**src/design/stm_pkg.sv**
```systemverilog
/*
  constants, register map and field layout for the standard timer block.
  assumes an axi4-lite master and a single 100 MHz system clock.
*/
package stm_pkg;
  localparam int CNT_W = 10;
  localparam int ADDR_W = 5;
  localparam logic [ADDR_W-1:0] OFS_CTRL0 = 5'h00;
  localparam logic [ADDR_W-1:0] OFS_CTRL1 = 5'h04;
  localparam logic [ADDR_W-1:0] OFS_CNT_LO = 5'h08;
  localparam logic [ADDR_W-1:0] OFS_CNT_HI = 5'h0c;
  localparam logic [ADDR_W-1:0] OFS_CMPA_LO = 5'h10;
  localparam logic [ADDR_W-1:0] OFS_CMPA_HI = 5'h14;
  localparam logic [ADDR_W-1:0] OFS_FLAGS = 5'h18;
  localparam logic [7:0] CTRL_RESET = 8'h00;
  // control 0 fields
  localparam int C0_HOLD = 7;
  localparam int C0_CKS_HI = 6;
  localparam int C0_CKS_LO = 4;
  localparam int C0_ON = 3;
  localparam int C0_RP_HI = 2;
  // control 1 fields
  localparam int C1_MODE_HI = 7;
  localparam int C1_MODE_LO = 6;
  localparam int C1_IO_HI = 5;
  localparam int C1_IO_LO = 4;
  localparam int C1_OC = 3;
  localparam int C1_POL = 2;
  localparam int C1_DPX = 1;
  localparam int C1_CCLR = 0;
  localparam logic [2:0] CKS_SYS_DIV4 = 3'h0;
  localparam logic [2:0] CKS_SYS = 3'h1;
  localparam logic [2:0] CKS_HIGH_DIV16 = 3'h2;
  localparam logic [2:0] CKS_HIGH_DIV64 = 3'h3;
  localparam logic [2:0] CKS_TIMEBASE = 3'h4;
  localparam logic [2:0] CKS_EXT_RISE = 3'h6;
  localparam logic [2:0] CKS_EXT_FALL = 3'h7;
  localparam logic [1:0] MODE_COMPARE = 2'h0;
  localparam logic [1:0] MODE_CAPTURE = 2'h1;
  localparam logic [1:0] MODE_PULSE = 2'h2;
  localparam logic [1:0] MODE_TIMER = 2'h3;
  localparam logic [1:0] IO_00 = 2'h0;
  localparam logic [1:0] IO_01 = 2'h1;
  localparam logic [1:0] IO_10 = 2'h2;
  localparam logic [1:0] IO_11 = 2'h3;
  localparam logic [1:0] RESP_OKAY = 2'h0;
  localparam logic [1:0] RESP_SLVERR = 2'h2;
  localparam int DIV4 = 4;
  localparam int DIV16 = 16;
  localparam int DIV64 = 64;
endpackage

```
**src/design/standard_timer.sv**
```systemverilog
/*
  standard timer: ten-bit counter, period and compare A comparators,
  output pin logic for compare and pulse modes, capture mode, axi4-lite regs.
  assumes high_clock and timebase_clock enables, the external count pin
  and the capture pin are synchronous single-bit levels of aclk.
*/
// The AXI4-Lite interface to the registers and the register addresses are this design's own decisions.
`timescale 1ns/1ps
module standard_timer
  import stm_pkg::*;
(
  input wire logic aclk,
  input wire logic aresetn,
  input wire logic [ADDR_W-1:0] s_axi_awaddr,
  input wire logic s_axi_awvalid,
  output logic s_axi_awready,
  input wire logic [31:0] s_axi_wdata,
  input wire logic [3:0] s_axi_wstrb,
  input wire logic s_axi_wvalid,
  output logic s_axi_wready,
  output logic [1:0] s_axi_bresp,
  output logic s_axi_bvalid,
  input wire logic s_axi_bready,
  input wire logic [ADDR_W-1:0] s_axi_araddr,
  input wire logic s_axi_arvalid,
  output logic s_axi_arready,
  output logic [31:0] s_axi_rdata,
  output logic [1:0] s_axi_rresp,
  output logic s_axi_rvalid,
  input wire logic s_axi_rready,
  input wire logic high_clock_tick,
  input wire logic timebase_clock_tick,
  input wire logic ext_count_clock_pin,
  input wire logic capture_pin,
  output logic timer_out_pin_0,
  output logic timer_out_pin_1,
  output logic match_a_flag,
  output logic match_p_flag,
  output logic capture_event
);

  logic [7:0] ctrl0_ff, ctrl1_ff, cmpa_lo_ff;
  logic [1:0] cmpa_hi_ff;
  logic [CNT_W-1:0] cnt_ff;
  logic on_d_ff, out_ff, single_done_ff;
  logic [5:0] pre_ff;
  logic [2:0] ext_sync_ff;
  logic [2:0] cap_sync_ff;
  logic [CNT_W-1:0] cap_ff;
  logic aw_ff, w_ff;
  logic [ADDR_W-1:0] awaddr_ff;
  logic [31:0] wdata_ff;
  logic [3:0] wstrb_ff;

  wire timer_on = ctrl0_ff[C0_ON];
  wire counter_hold = ctrl0_ff[C0_HOLD];
  wire [2:0] clock_select = ctrl0_ff[C0_CKS_HI:C0_CKS_LO];
  wire [2:0] compare_p_value = ctrl0_ff[C0_RP_HI:0];
  wire [1:0] op_mode_select = ctrl1_ff[C1_MODE_HI:C1_MODE_LO];
  wire [1:0] pin_function_select = ctrl1_ff[C1_IO_HI:C1_IO_LO];
  wire output_initial_level = ctrl1_ff[C1_OC];
  wire output_invert = ctrl1_ff[C1_POL];
  wire period_duty_swap = ctrl1_ff[C1_DPX];
  wire clear_source_select = ctrl1_ff[C1_CCLR];
  wire [CNT_W-1:0] compare_a_value = {cmpa_hi_ff, cmpa_lo_ff};

  // mode decode shared by the clear, output and capture paths
  function automatic logic in_mode(input logic [1:0] m,
    input logic [1:0] want);
    in_mode = m == want;
  endfunction

  // count clock enable per source
  wire ext_rise = ext_sync_ff[1] & ~ext_sync_ff[2];
  wire ext_fall = ~ext_sync_ff[1] & ext_sync_ff[2];
  logic tick;
  always_comb begin
    case (clock_select)
      CKS_SYS_DIV4: tick = pre_ff[1:0] == 2'(DIV4 - 1);
      CKS_SYS: tick = 1'b1;
      CKS_HIGH_DIV16: tick = high_clock_tick && pre_ff[3:0] == 4'(DIV16 - 1);
      CKS_HIGH_DIV64: tick = high_clock_tick && pre_ff == 6'(DIV64 - 1);
      CKS_TIMEBASE: tick = timebase_clock_tick;
      CKS_EXT_RISE: tick = ext_rise;
      CKS_EXT_FALL: tick = ext_fall;
      default: tick = 1'b0;
    endcase
  end
  wire run = timer_on && !counter_hold;
  wire adv = run && tick;
  wire on_rise = timer_on && !on_d_ff;

  // comparators, evaluated on the value the counter is about to reach
  wire [CNT_W-1:0] cnt_inc = cnt_ff + 10'h001;
  wire ovf = adv && cnt_ff == '1;
  wire p_hit = adv && (compare_p_value == 3'h0 ? ovf :
    cnt_inc[CNT_W-1:CNT_W-3] == compare_p_value &&
    cnt_inc[CNT_W-4:0] == '0);
  wire a_hit = adv && cnt_inc == compare_a_value;
  wire is_pulse = in_mode(op_mode_select, MODE_PULSE);
  wire cmp_mode = in_mode(op_mode_select, MODE_COMPARE) ||
    in_mode(op_mode_select, MODE_TIMER);
  // pulse mode: dpx chooses which comparator ends the period
  wire pw_period_hit = period_duty_swap ? a_hit : p_hit;
  wire [CNT_W:0] p_full = (compare_p_value == 3'h0) ? 11'h400 :
    {1'b0, compare_p_value, 7'h00};
  wire [CNT_W:0] duty = period_duty_swap ? p_full : {1'b0, compare_a_value};
  wire [CNT_W:0] period = period_duty_swap ?
    ((compare_a_value == '0) ? 11'h400 : {1'b0, compare_a_value}) : p_full;
  wire pw_active = duty >= period ||
    {1'b0, cnt_ff} < duty;
  wire clr_cnt = is_pulse ? pw_period_hit :
    (cmp_mode ? (clear_source_select ? a_hit : p_hit) : ovf);
  wire [CNT_W-1:0] nxt_cnt = on_rise ? '0 : (!adv ? cnt_ff :
    (clr_cnt ? '0 : cnt_inc));
  wire nxt_a_flag = a_hit;
  wire nxt_p_flag = p_hit && !(cmp_mode && clear_source_select);

  // output level before polarity
  logic nxt_out;
  always_comb begin
    nxt_out = out_ff;
    if (op_mode_select == MODE_COMPARE) begin
      if (on_rise)
        nxt_out = output_initial_level;
      else if (a_hit) begin
        case (pin_function_select)
          IO_01: nxt_out = 1'b0;
          IO_10: nxt_out = 1'b1;
          IO_11: nxt_out = ~out_ff;
          default: nxt_out = out_ff;
        endcase
      end
    end else if (is_pulse) begin
      case (pin_function_select)
        IO_00: nxt_out = ~output_initial_level;
        IO_01: nxt_out = output_initial_level;
        IO_10: nxt_out = pw_active ? output_initial_level :
          ~output_initial_level;
        IO_11: nxt_out = (timer_on && !single_done_ff && pw_active) ?
          output_initial_level : ~output_initial_level;
        default: nxt_out = out_ff;
      endcase
    end else begin
      nxt_out = 1'b0;
    end
  end
  // timer mode leaves the pin idle low regardless of polarity
  wire pin_level = (op_mode_select == MODE_TIMER) ? 1'b0 :
    nxt_out ^ output_invert;
  wire nxt_single_done = on_rise ? 1'b0 :
    (single_done_ff | (is_pulse && pw_period_hit));

  // capture edge selection
  wire cap_r = cap_sync_ff[1] & ~cap_sync_ff[2];
  wire cap_f = ~cap_sync_ff[1] & cap_sync_ff[2];
  logic cap_hit;
  always_comb begin
    case (pin_function_select)
      IO_00: cap_hit = cap_r;
      IO_01: cap_hit = cap_f;
      IO_10: cap_hit = cap_r | cap_f;
      default: cap_hit = 1'b0;
    endcase
  end
  wire do_cap = timer_on && in_mode(op_mode_select, MODE_CAPTURE) &&
    cap_hit;

  // the counter itself
  always_ff @(posedge aclk) begin
    if (!aresetn) begin
      cnt_ff <= '0;
    end else begin
      cnt_ff <= nxt_cnt;
    end
  end

  // previous timer_on, for the rising-edge clear
  always_ff @(posedge aclk) begin
    if (!aresetn) begin
      on_d_ff <= 1'b0;
    end else begin
      on_d_ff <= timer_on;
    end
  end

  // output level state and single pulse latch
  always_ff @(posedge aclk) begin
    if (!aresetn) begin
      out_ff <= 1'b0;
      single_done_ff <= 1'b0;
    end else begin
      out_ff <= nxt_out;
      single_done_ff <= nxt_single_done;
    end
  end

  // prescaler cleared to zero while the timer is off or held, so an off timer draws no toggles
  wire pre_step = clock_select == CKS_SYS_DIV4 || high_clock_tick;
  wire [5:0] nxt_pre = !run ? '0 : (pre_step ? pre_ff + 6'h01 : pre_ff);
  always_ff @(posedge aclk) begin
    if (!aresetn) begin
      pre_ff <= '0;
    end else begin
      pre_ff <= nxt_pre;
    end
  end

  // two flops per pin, the third only feeds the edge detectors
  always_ff @(posedge aclk) begin
    if (!aresetn) begin
      ext_sync_ff <= '0;
      cap_sync_ff <= '0;
    end else begin
      ext_sync_ff <= {ext_sync_ff[1:0], ext_count_clock_pin};
      cap_sync_ff <= {cap_sync_ff[1:0], capture_pin};
    end
  end

  // captured count and its event pulse
  always_ff @(posedge aclk) begin
    if (!aresetn) begin
      cap_ff <= '0;
      capture_event <= 1'b0;
    end else begin
      cap_ff <= do_cap ? cnt_ff : cap_ff;
      capture_event <= do_cap;
    end
  end

  // match_p_flag pulses one cycle; match_a_flag stays high while compare A of 1 clears the counter each aclk
  always_ff @(posedge aclk) begin
    if (!aresetn) begin
      match_a_flag <= 1'b0;
      match_p_flag <= 1'b0;
    end else begin
      match_a_flag <= nxt_a_flag;
      match_p_flag <= nxt_p_flag;
    end
  end

  // both pins carry the same level
  always_ff @(posedge aclk) begin
    if (!aresetn) begin
      timer_out_pin_0 <= 1'b0;
      timer_out_pin_1 <= 1'b0;
    end else begin
      timer_out_pin_0 <= pin_level;
      timer_out_pin_1 <= pin_level;
    end
  end

  // axi4-lite slave: single outstanding write and read
  wire w_go = aw_ff && w_ff && !s_axi_bvalid;
  function automatic logic mapped(input logic [ADDR_W-1:0] a);
    mapped = a <= OFS_FLAGS && a[1:0] == 2'h0;
  endfunction
  wire wr_ok = mapped(awaddr_ff) && awaddr_ff != OFS_CNT_LO &&
    awaddr_ff != OFS_CNT_HI && awaddr_ff != OFS_FLAGS;
  wire wr_lane = wstrb_ff[0];
  wire [7:0] wb = wdata_ff[7:0];

  logic [31:0] rd_val;
  always_comb begin
    case (s_axi_araddr)
      OFS_CTRL0: rd_val = {24'h0, ctrl0_ff};
      OFS_CTRL1: rd_val = {24'h0, ctrl1_ff};
      OFS_CNT_LO: rd_val = {24'h0, cnt_ff[7:0]};
      OFS_CNT_HI: rd_val = {30'h0, cnt_ff[CNT_W-1:8]};
      OFS_CMPA_LO: rd_val = {24'h0, cmpa_lo_ff};
      OFS_CMPA_HI: rd_val = {30'h0, cmpa_hi_ff};
      OFS_FLAGS: rd_val = {22'h0, cap_ff};
      default: rd_val = 32'h0;
    endcase
  end

  // write address: ready pulses only while no write is pending
  always_ff @(posedge aclk) begin
    if (!aresetn) begin
      aw_ff <= 1'b0;
      awaddr_ff <= '0;
      s_axi_awready <= 1'b0;
    end else begin
      s_axi_awready <= !aw_ff && !s_axi_awready && !s_axi_bvalid;
      if (s_axi_awvalid && s_axi_awready) begin
        aw_ff <= 1'b1;
        awaddr_ff <= s_axi_awaddr;
      end else if (w_go) begin
        aw_ff <= 1'b0;
      end
    end
  end

  // write data, taken independently of the address
  always_ff @(posedge aclk) begin
    if (!aresetn) begin
      w_ff <= 1'b0;
      wdata_ff <= '0;
      wstrb_ff <= '0;
      s_axi_wready <= 1'b0;
    end else begin
      s_axi_wready <= !w_ff && !s_axi_wready && !s_axi_bvalid;
      if (s_axi_wvalid && s_axi_wready) begin
        w_ff <= 1'b1;
        wdata_ff <= s_axi_wdata;
        wstrb_ff <= s_axi_wstrb;
      end else if (w_go) begin
        w_ff <= 1'b0;
      end
    end
  end

  // write response stands until the master takes it
  always_ff @(posedge aclk) begin
    if (!aresetn) begin
      s_axi_bvalid <= 1'b0;
      s_axi_bresp <= RESP_OKAY;
    end else if (w_go) begin
      s_axi_bvalid <= 1'b1;
      s_axi_bresp <= wr_ok ? RESP_OKAY : RESP_SLVERR;
    end else if (s_axi_bvalid && s_axi_bready) begin
      s_axi_bvalid <= 1'b0;
    end
  end

  // registers change only on an accepted, in-map, low-lane write
  wire reg_we = w_go && wr_ok && wr_lane;
  always_ff @(posedge aclk) begin
    if (!aresetn) begin
      ctrl0_ff <= CTRL_RESET;
      ctrl1_ff <= CTRL_RESET;
      cmpa_lo_ff <= CTRL_RESET;
      cmpa_hi_ff <= '0;
    end else if (reg_we) begin
      case (awaddr_ff)
        OFS_CTRL0: ctrl0_ff <= wb;
        OFS_CTRL1: ctrl1_ff <= wb;
        OFS_CMPA_LO: cmpa_lo_ff <= wb;
        OFS_CMPA_HI: cmpa_hi_ff <= wb[1:0];
        default: ctrl0_ff <= ctrl0_ff;
      endcase
    end
  end

  // read channel: data sampled at the address handshake
  always_ff @(posedge aclk) begin
    if (!aresetn) begin
      s_axi_arready <= 1'b0;
      s_axi_rvalid <= 1'b0;
      s_axi_rresp <= RESP_OKAY;
      s_axi_rdata <= '0;
    end else begin
      s_axi_arready <= !s_axi_arready && !s_axi_rvalid && s_axi_arvalid;
      if (s_axi_arvalid && s_axi_arready) begin
        s_axi_rvalid <= 1'b1;
        s_axi_rdata <= rd_val;
        s_axi_rresp <= mapped(s_axi_araddr) ? RESP_OKAY : RESP_SLVERR;
      end else if (s_axi_rvalid && s_axi_rready) begin
        s_axi_rvalid <= 1'b0;
      end
    end
  end

endmodule // standard_timer

```
**config.mk**
```make
export PLATFORM = sky130hd
export DESIGN_NAME = standard_timer
export DESIGN_NICKNAME = d
export VERILOG_FILES = /design/src/design/stm_pkg.sv /design/src/design/standard_timer.sv
export SDC_FILE = /design/constraint.sdc
export NUM_CORES = 1
export LEC_CHECK = 0
export ABC_AREA = 1
export BUFFER_PORTS_ARGS = -buffer_cell sky130_fd_sc_hd__clkbuf_2
export CAP_MARGIN = 20
export CELL_PAD_IN_SITES_DETAIL_PLACEMENT = 0
export CELL_PAD_IN_SITES_GLOBAL_PLACEMENT = 1
export CORE_ASPECT_RATIO = 1.2
export CORE_UTILIZATION = 39
export DETAILED_ROUTE_END_ITERATION = 8
export GPL_ROUTABILITY_DRIVEN = 1
export PLACE_DENSITY = 0.82
export SLEW_MARGIN = 40
export SYNTH_ARGS = -nofsm -noshare
export SYNTH_HDL_FRONTEND = slang
export SYNTH_SLANG_ARGS = --single-unit
export TNS_END_PERCENT = 10
```
**constraint.sdc**
```tcl
create_clock -name aclk -period 2.7 [get_ports aclk]
set_input_delay 0.54 -clock aclk [delete_from_list [all_inputs] [get_ports aclk]]
set_output_delay 0.54 -clock aclk [all_outputs]
set_load 0.05 [all_outputs]
```
==> flow_results.org, run 1 <==
** Global route
- The number of antenna violations at the first check in global routing was 0.
- Wire length of the first global-routing pass :: 23650 um
- Global-route usage over all layers :: 21.92%
- Overflow after GRT :: 0
- Pin count of the biggest net entering global routing :: 28
- Vias in the first global route :: 4651

** STA
- Final-report setup violation count :: 0
- For the final database, setup skew stands at 7.806 ps.
- Fmax :: 409.3 MHz
- Measured against its own limit, the worst slew margin works out to 60.99%.
- The worst path uses 90.49% of the clock period.
- Subtracting the final worst setup slack from the clock period gives 2443 ps.
- The number of hold violations in the final report is 0.
- Setup repair after global routing left no endpoint under its margin.
- Setup total negative slack on the finished layout was measured at 0 ps.
- Worst slew pin tran :: 583.6 ps
- Count of final max-slew check failures :: 0

** Setup path
- Data arrival time of the critical path :: 2690 ps
- Of all nets on the critical path, the largest fanout is 4.
- The worst setup path is launched from a register.
- Critical Path RT :: 2950 ps
- The number of cells on the worst reg-to-reg path is 19.
- Crit path kind :: register to register
- STA classifies the critical path endpoint as a register.

** Logic synthesis
- Post-synth top area cell :: dfxtp_1
- The synthesized design contains 98 register bits.
- Of all flip-flops after synthesis, the portion carrying an async set or reset was 0%.
- Mean instance size in the synthesized netlist :: 6.819 um^2
- Synthesis handed over a netlist of 794 instances.
- After synthesis the cells add up to 5414 um^2.
- After synthesis, the largest area contributor takes up 36.24% of total cell area.
- Number of flops mapped to enable cells by yosys :: 0
- Number of library cell types mapped by synthesis :: 42
- Sorting the synthesized cells by area gives the leading types as dfxtp_1, nand2_1, inv_1.
- For this run, the leading register cell type out of synthesis is dfxtp_1.
- Sequential-to-total area share from yosys stat :: 36.24%
- During synthesis, Yosys emitted a total of 0 warnings.

** Power and ir drop
- Power spread over the standard cell area amounts to 467.3 nW/um^2.
- Static Leak :: 2.838 nW
- Worst-case vdd ir drop :: 0.3609 mV

** Clock network
- Number of buffers added to fix hold violations after cts :: 0
- Count of instances resized after the clock tree is built :: 0
- The H-tree generated during clock tree synthesis spans 3 levels.
- The tree is rooted in a clkbuf_16.
- CTS sink cnt :: 98
- Buffers inserted during clock tree synthesis total 9.
- The number of setup buffers added after CTS is 0.
- Clock latency on the worst-skew pair :: 350 ps
- Clock-pin slew was measured on the worst setup and hold paths at 70 ps.
- The clock passes through at most 2 buffers.
- Clock tree from TritonCTS :: built

** Floorplanning
- Measured along the x axis, the die boundary spans 109.6 um.
- For this configuration, the core starts out at a cell density of 40.55%.
- From bottom edge to top edge, the die measures 131.1 um.
- The die covers 14360 um^2.
- Cell row count :: 46
- After floorplanning, the core was sized to cover 13350 um^2.
- IO Pins :: 103

** Place
- Routability-driven placement congestion ratio :: 0.9511
- The count of buffers added on input and output ports is 51.
- Summed over all nets, the half-perimeter wirelength after detailed placement is 11790 um.

** Run status
- Outcome :: complete, no violations

** Drt
- For this block, the initial DRC count from the detailed router was 275.
- Detailed routing inserted a total of 5190 vias.
- After detailed routing, the average wire length per cell comes to 14.29 um.
- In the routed layout, each cell is associated on average with a via count of 4.971.
- Drt drc :: 0
- Once detail routing completed, the nets flagged for antenna violations numbered 0.
- First drt pass iteration count :: 5
- Wire length after detailed routing :: 14920 um

** Layout
- Signed area change from the synthesized netlist to the final layout :: 15.48%
- At the end of the flow the core is filled with cells to 46.82%.
- Filler cell count :: 1436
- Across the whole layout, storage elements account for 1964 um^2.
- The net count of the finished layout is 950.
- The repair_antennas step left the layout with diodes totalling 0.
- Footprint of the multi-input gates :: 2848 um^2
- Share of final-layout standard cells stronger than drive strength 1 :: 15.75%

** Job
- Max-cap violations in this run came to 0.

** Worst hold path
- Hold path cells :: 3
- Worst hold path class :: input pin to register
cell type report:
type | instances | share of cell area [%]
well taps | 168 | 3.362
clock inverters | 4 | 0.4603
multi-input cells | 560 | 45.55
clock buffers | 12 | 3.782
inverters | 113 | 6.784
repair buffers | 89 | 8.645
flip-flops and latches | 98 | 31.42
cells in the final DEF, fill, tap and decap left out, drive strengths merged:
master and n:
nand3 59, o22ai 6, a21o 1, a31oi 3
inv 111, nand2 169, o21ai 70, a2111oi 1
conb 24, nand3b 2, xor2 1, buf 38
nor3 8, clkinvlp 2, o31ai 2, ha 22
o221ai 7, a221oi 2, xnor2 1, a21oi 77
nor2 84, o211ai 3, o41ai 1, nand4 9
dfxtp 98, o21a 1, clkbuf 63, nor4 5
o2111ai 1, o311ai 1, clkinv 4
layer usage:
layer / track usage [%] / vias up / wire length [um]
met5: 0 / - / 0
met4: 8.627 / 0 / 466
met3: 3.460 / 31 / 642
met2: 37.99 / 132 / 7220
met1: 27.11 / 2319 / 6594
li1: - / 2708 / -
worst max-delay path, stage by stage (launching register included):
cell	delay, ps
dfxtp_1	360
inv_1	80
nand4_1	110
o41ai_2	270
o21ai_1	110
ha_1	310
nand2_2	80
o21ai_0	80
nor2_1	80
nand2_1	60
a21oi_2	150
nand2_1	70
nand2_1	60
nand3_1	70
nand2_1	60
nand2_1	40
nand2_1	50
nand2_1	80
a21oi_1	140
nor2_1	60
synth_stat cells (2+ instances only):
cell	count
nor2_4	4
nor4_1	4
a221oi_1	2
nand2_2	12
ha_1	22
nand3b_1	2
nand4_1	8
o31ai_1	2
clkinv_1	2
nor2_2	5
nand2_1	157
nand3_1	58
nor3_1	7
a31oi_1	3
dfxtp_1	98
buf_4	27
inv_2	3
o221ai_1	7
inv_1	108
clkbuf_1	17
nor2_1	75
a21oi_1	76
o21ai_0	69
o211ai_1	3
o22ai_1	6
sequential cells by signal (all words and copies together), names as in the netlist, 2 cells and up:
register	cells
awaddr_ff	5
cap_ff	10
cap_sync_ff	3
cmpa_hi_ff	2
cmpa_lo_ff	8
cnt_ff	10
ctrl0_ff	8
ctrl1_ff	8
ext_sync_ff	3
pre_ff	6
s_axi_rdata	10
wdata_ff	8
power breakdown:
| part | total (mW) | switching (mW) | leakage, nW | internal (mW) |
|---|---|---|---|---|
| Combinational | 0.235 | 0.180 | 1.92 | 0.0550 |
| Sequential | 1.50 | 0.0218 | 0.795 | 1.47 |
| Clock | 1.19 | 0.565 | 0.123 | 0.626 |
logic make-up (layout without fill, tap and decap cells):
family	count (synthesis)	in the layout	synth area share, %
AOI/OAI and AO/OA	176	176	17.84
xor gates and xnor gates	2	2	0.3236
adders and majority gates	22	22	5.084
buffers and inverters	159	218	13.06
DFF	98	98	36.24
other	1	24	0.06927
and+or+nand+nor	336	336	27.39
metrics by stage:
stage	power [mW]	area [um^2]	setup slack, ps	hold WS [ps]	instances
after floorplan	1.728	5500	337.5	390.5	817
after global placement	1.763	5968	74.56	392.9	1028
after detailed placement	1.764	5968	103.6	401.5	1028
after CTS	2.941	6233	79.13	361.5	1044
after global routing	3.033	6252	10.42	364.6	1044
final	2.922	6252	256.9	367.1	1044
path summary, 6_finish.rpt:
kind	from	end	slack, ps
setup / recovery	cmpa_lo_ff[4]$_SDFFE_PN0P_	timer_out_pin_1$_SDFF_PP0_	260
hold reg to reg	cap_sync_ff[0]$_SDFF_PN0_	cap_sync_ff[1]$_SDFF_PN0_	410
setup reg to reg	cmpa_lo_ff[4]$_SDFFE_PN0P_	timer_out_pin_1$_SDFF_PP0_	260
hold / removal	capture_pin	cap_sync_ff[0]$_SDFF_PN0_	370
Power figures use the tool's default switching activity.
==> run 2: changes to the inputs <==
--- a/config.mk
+++ b/config.mk
@@ -14,7 +14,7 @@
 export CORE_UTILIZATION = 39
 export DETAILED_ROUTE_END_ITERATION = 8
 export GPL_ROUTABILITY_DRIVEN = 1
-export PLACE_DENSITY = 0.82
+export PLACE_DENSITY_LB_ADDON = 0.1
 export SLEW_MARGIN = 40
 export SYNTH_ARGS = -nofsm -noshare
 export SYNTH_HDL_FRONTEND = slang
==> flow_results.org, run 2 (same netlist as run 1, synthesis figures left out) <==
** Power and ir drop
- Internal power comes to 2.233 mW.
- Combinational Power Share :: 7.8%
- Clk pwr share :: 41.9%
- Total power after layout :: 2.980 mW
- Switching component of the power :: 0.7472 mW
- Net Sw Frac :: 25.07%
- The share of total power dissipated in sequential elements is 50.2%.
- In this run the static leakage power is 2.826 nW.
- Dividing total power by cell area gives a power density of 477.0 nW/um^2.
- VDD sags by at most 0.3461 mV.

** Layout
- Top flop regs :: cap_ff x10, cnt_ff x10, s_axi_rdata x10
- Once layout is complete, the utilization of the core stands at 46.80%.
- The filler cells instantiated in the layout total 1385.
- 0 antenna diodes ended up in the layout.
- Leading cell type in the layout, fill and taps excluded :: nand2_1
- Signed area change from the synthesized netlist to the final layout :: 15.41%
- Footprint of the flip-flops and latches :: 1962 um^2
- Layout Nets :: 946
- Share of final-layout standard cells stronger than drive strength 1 :: 15.17%
- Final design instance area without fill :: 6248 um^2
- The library cells used most frequently in the layout, excluding fill and tap cells, are nand2_1, inv_1, dfxtp_1.
- The multi-input combinational cells in the finished layout cover a total of 2854 um^2.
- Cell Count, Final, Fillers Out :: 1038

** Floorplanning
- Width of the die :: 109.6 um
- 103 I/O pins were placed.
- Once the floorplan was initialized, standard cells occupied 40.55% of the core.
- The die covers 14360 um^2.
- Area of the placeable core :: 13350 um^2
- Measured along the y axis, the die boundary spans 131.1 um.
- The floorplan has 46 rows.

** Global route
- The number of antenna violations at the first check in global routing was 0.
- For this run, the total global-route usage over all layers was measured as 23.75%.
- The first global-routing pass estimated 25260 um of wire.
- Overflow after GRT :: 0
- Vias in the first global route :: 4784
- Entering global routing, the biggest net connects 36 pins.

** Drt
- First drt pass iteration count :: 6
- Number of violations reported at the end of detailed-routing iteration 0 :: 337
- Wire length after detailed routing :: 16250 um
- Average wire length per cell after detail routing :: 15.66 um
- Drt drc :: 0
- Number of vias per cell after detailed routing :: 5.023
- The detail route stage leaves a number of antenna-violating nets equal to 0.
- For this block, the via count after detailed routing is 5214.

** Clock network
- Clock latency on the worst-skew pair :: 350 ps
- CTS sink cnt :: 98
- TritonCTS buffer count :: 9
- Library cell used as clock root buffer :: clkbuf_16
- For this design, the CTS-stage hold fixing added 0 buffers.
- Clock transition at the register clock pins on the worst setup and hold paths after CTS :: 60 ps
- TritonCTS built the clock tree.
- Number of H-tree levels :: 3
- Clk buf depth :: 2

** Place
- Post-detailed-placement cell area :: 5943 um^2
- I/O Buffers :: 51
- HPWL after detailed placement :: 12690 um
- Number of cells after detailed placement :: 1023
- Post-Place Setup Slack :: -0.7647 ps
- The congestion estimate from routability-driven global placement came to 0.9513.

** Setup path
- For flop-to-flop paths, the worst setup slack is 140 ps.
- Critical Path Source Type :: register
- Data arrives at the worst endpoint at 2790 ps.
- Of all nets on the critical path, the largest fanout is 3.
- Data on the critical path is required at its endpoint by 2940 ps.
- Among all stages on the critical path, the largest delay is contributed by dfxtp_1.
- The cell that appears most often on the critical path is nand2_1.
- Stage delay of the slowest cell on the critical path :: 320 ps
- By startpoint and endpoint, the worst setup path is classified as register to register.
- STA classifies the critical path endpoint as a register.
- CP cell instances :: nor2_2 -> nand3_1 -> o41ai_2 -> o21ai_1 -> ha_1 -> nand2_1 -> o21ai_0 -> nor2_1 -> nand2_1 -> a21oi_2 -> nand2_1 -> nand2_1 -> nand3_1 -> nand2_1 -> nand2_1 -> nand2_1 -> nand2_1 -> a21oi_2 -> nor2_1

** Job
- Max-cap violations in this run came to 0.

** Run status
- The flow ran to the end, and the final reports show no timing, DRC or antenna violations.

** STA
- Final Critical Period :: 2555 ps
- Fmax :: 391.4 MHz
- Worst hold slack :: 369.8 ps
- Worst slew pin tran :: 560.0 ps
- The worst pin sits at a relative slew slack of 62.56%.
- Adding up every negative setup slack in the final design gives 0 ps.
- The count of final max-slew check failures came to 0.
- Least setup slack across all paths after layout :: 144.9 ps
- The number of hold violations in the final report is 0.
- Fin crit share :: 94.63%
- Setup violations remaining at the end of the flow were counted as 0.
- Clock skew on the completed layout was measured at 11.74 ps.

** Worst hold path
- Worst hold path class :: input pin to register
-- run 2: area by class of cell --
cell class / instances / share of cell area, %
multi-input cells: 560 / 45.67
flip-flops and latches: 98 / 31.40
repair buffers: 85 / 8.370
inverters: 113 / 6.788
clock buffers: 11 / 3.724
well taps: 168 / 3.364
clock inverters: 3 / 0.6808
-- run 2: path summary, 6_finish.rpt --
path / start / endpoint / cells past startpoint
max: cmpa_lo_ff[6]$_SDFFE_PN0P_ / timer_out_pin_1$_SDFF_PP0_ / 19
min: ext_count_clock_pin / ext_sync_ff[0]$_SDFF_PN0_ / 3
max reg2reg: cmpa_lo_ff[6]$_SDFFE_PN0P_ / timer_out_pin_1$_SDFF_PP0_ / 19
min reg2reg: cap_sync_ff[0]$_SDFF_PN0_ / cap_sync_ff[1]$_SDFF_PN0_ / 2
-- run 2: repair_timing --
action                     CTS  global route
pin swaps                    0             1
buffers inserted             0             1
setup endpoints to repair    1             2
resized for setup            1             5
-- run 2: worst max-delay path: cells and delay by family (launching register included) --
family | cells | cell delay [ps]
AO/OA/AOI/OAI | 5 | 800
AND/OR/NAND/NOR | 13 | 1000
adder cells (fa/ha/maj) | 1 | 300
flip-flops | 1 | 320
-- run 2: power by group through the flow --
stage	clock, mW	combinational [mW]	sequential (mW)
global route	1.34	0.259	1.50
finish	1.25	0.234	1.50
CTS	1.28	0.234	1.50
detailed placement	0	0.234	1.53
floorplan	0	0.184	1.54
global placement	0	0.231	1.53
-- run 2: metal layers --
metal  share of wire (%)  global-route usage [%]  up-vias
li1                    -                       -     2691
met1                  43                   29.17     2354
met2                  49                   40.47      133
met3                 4.0                   2.966       36
met4                 3.8                   12.47        0
met5                   0                       0        -
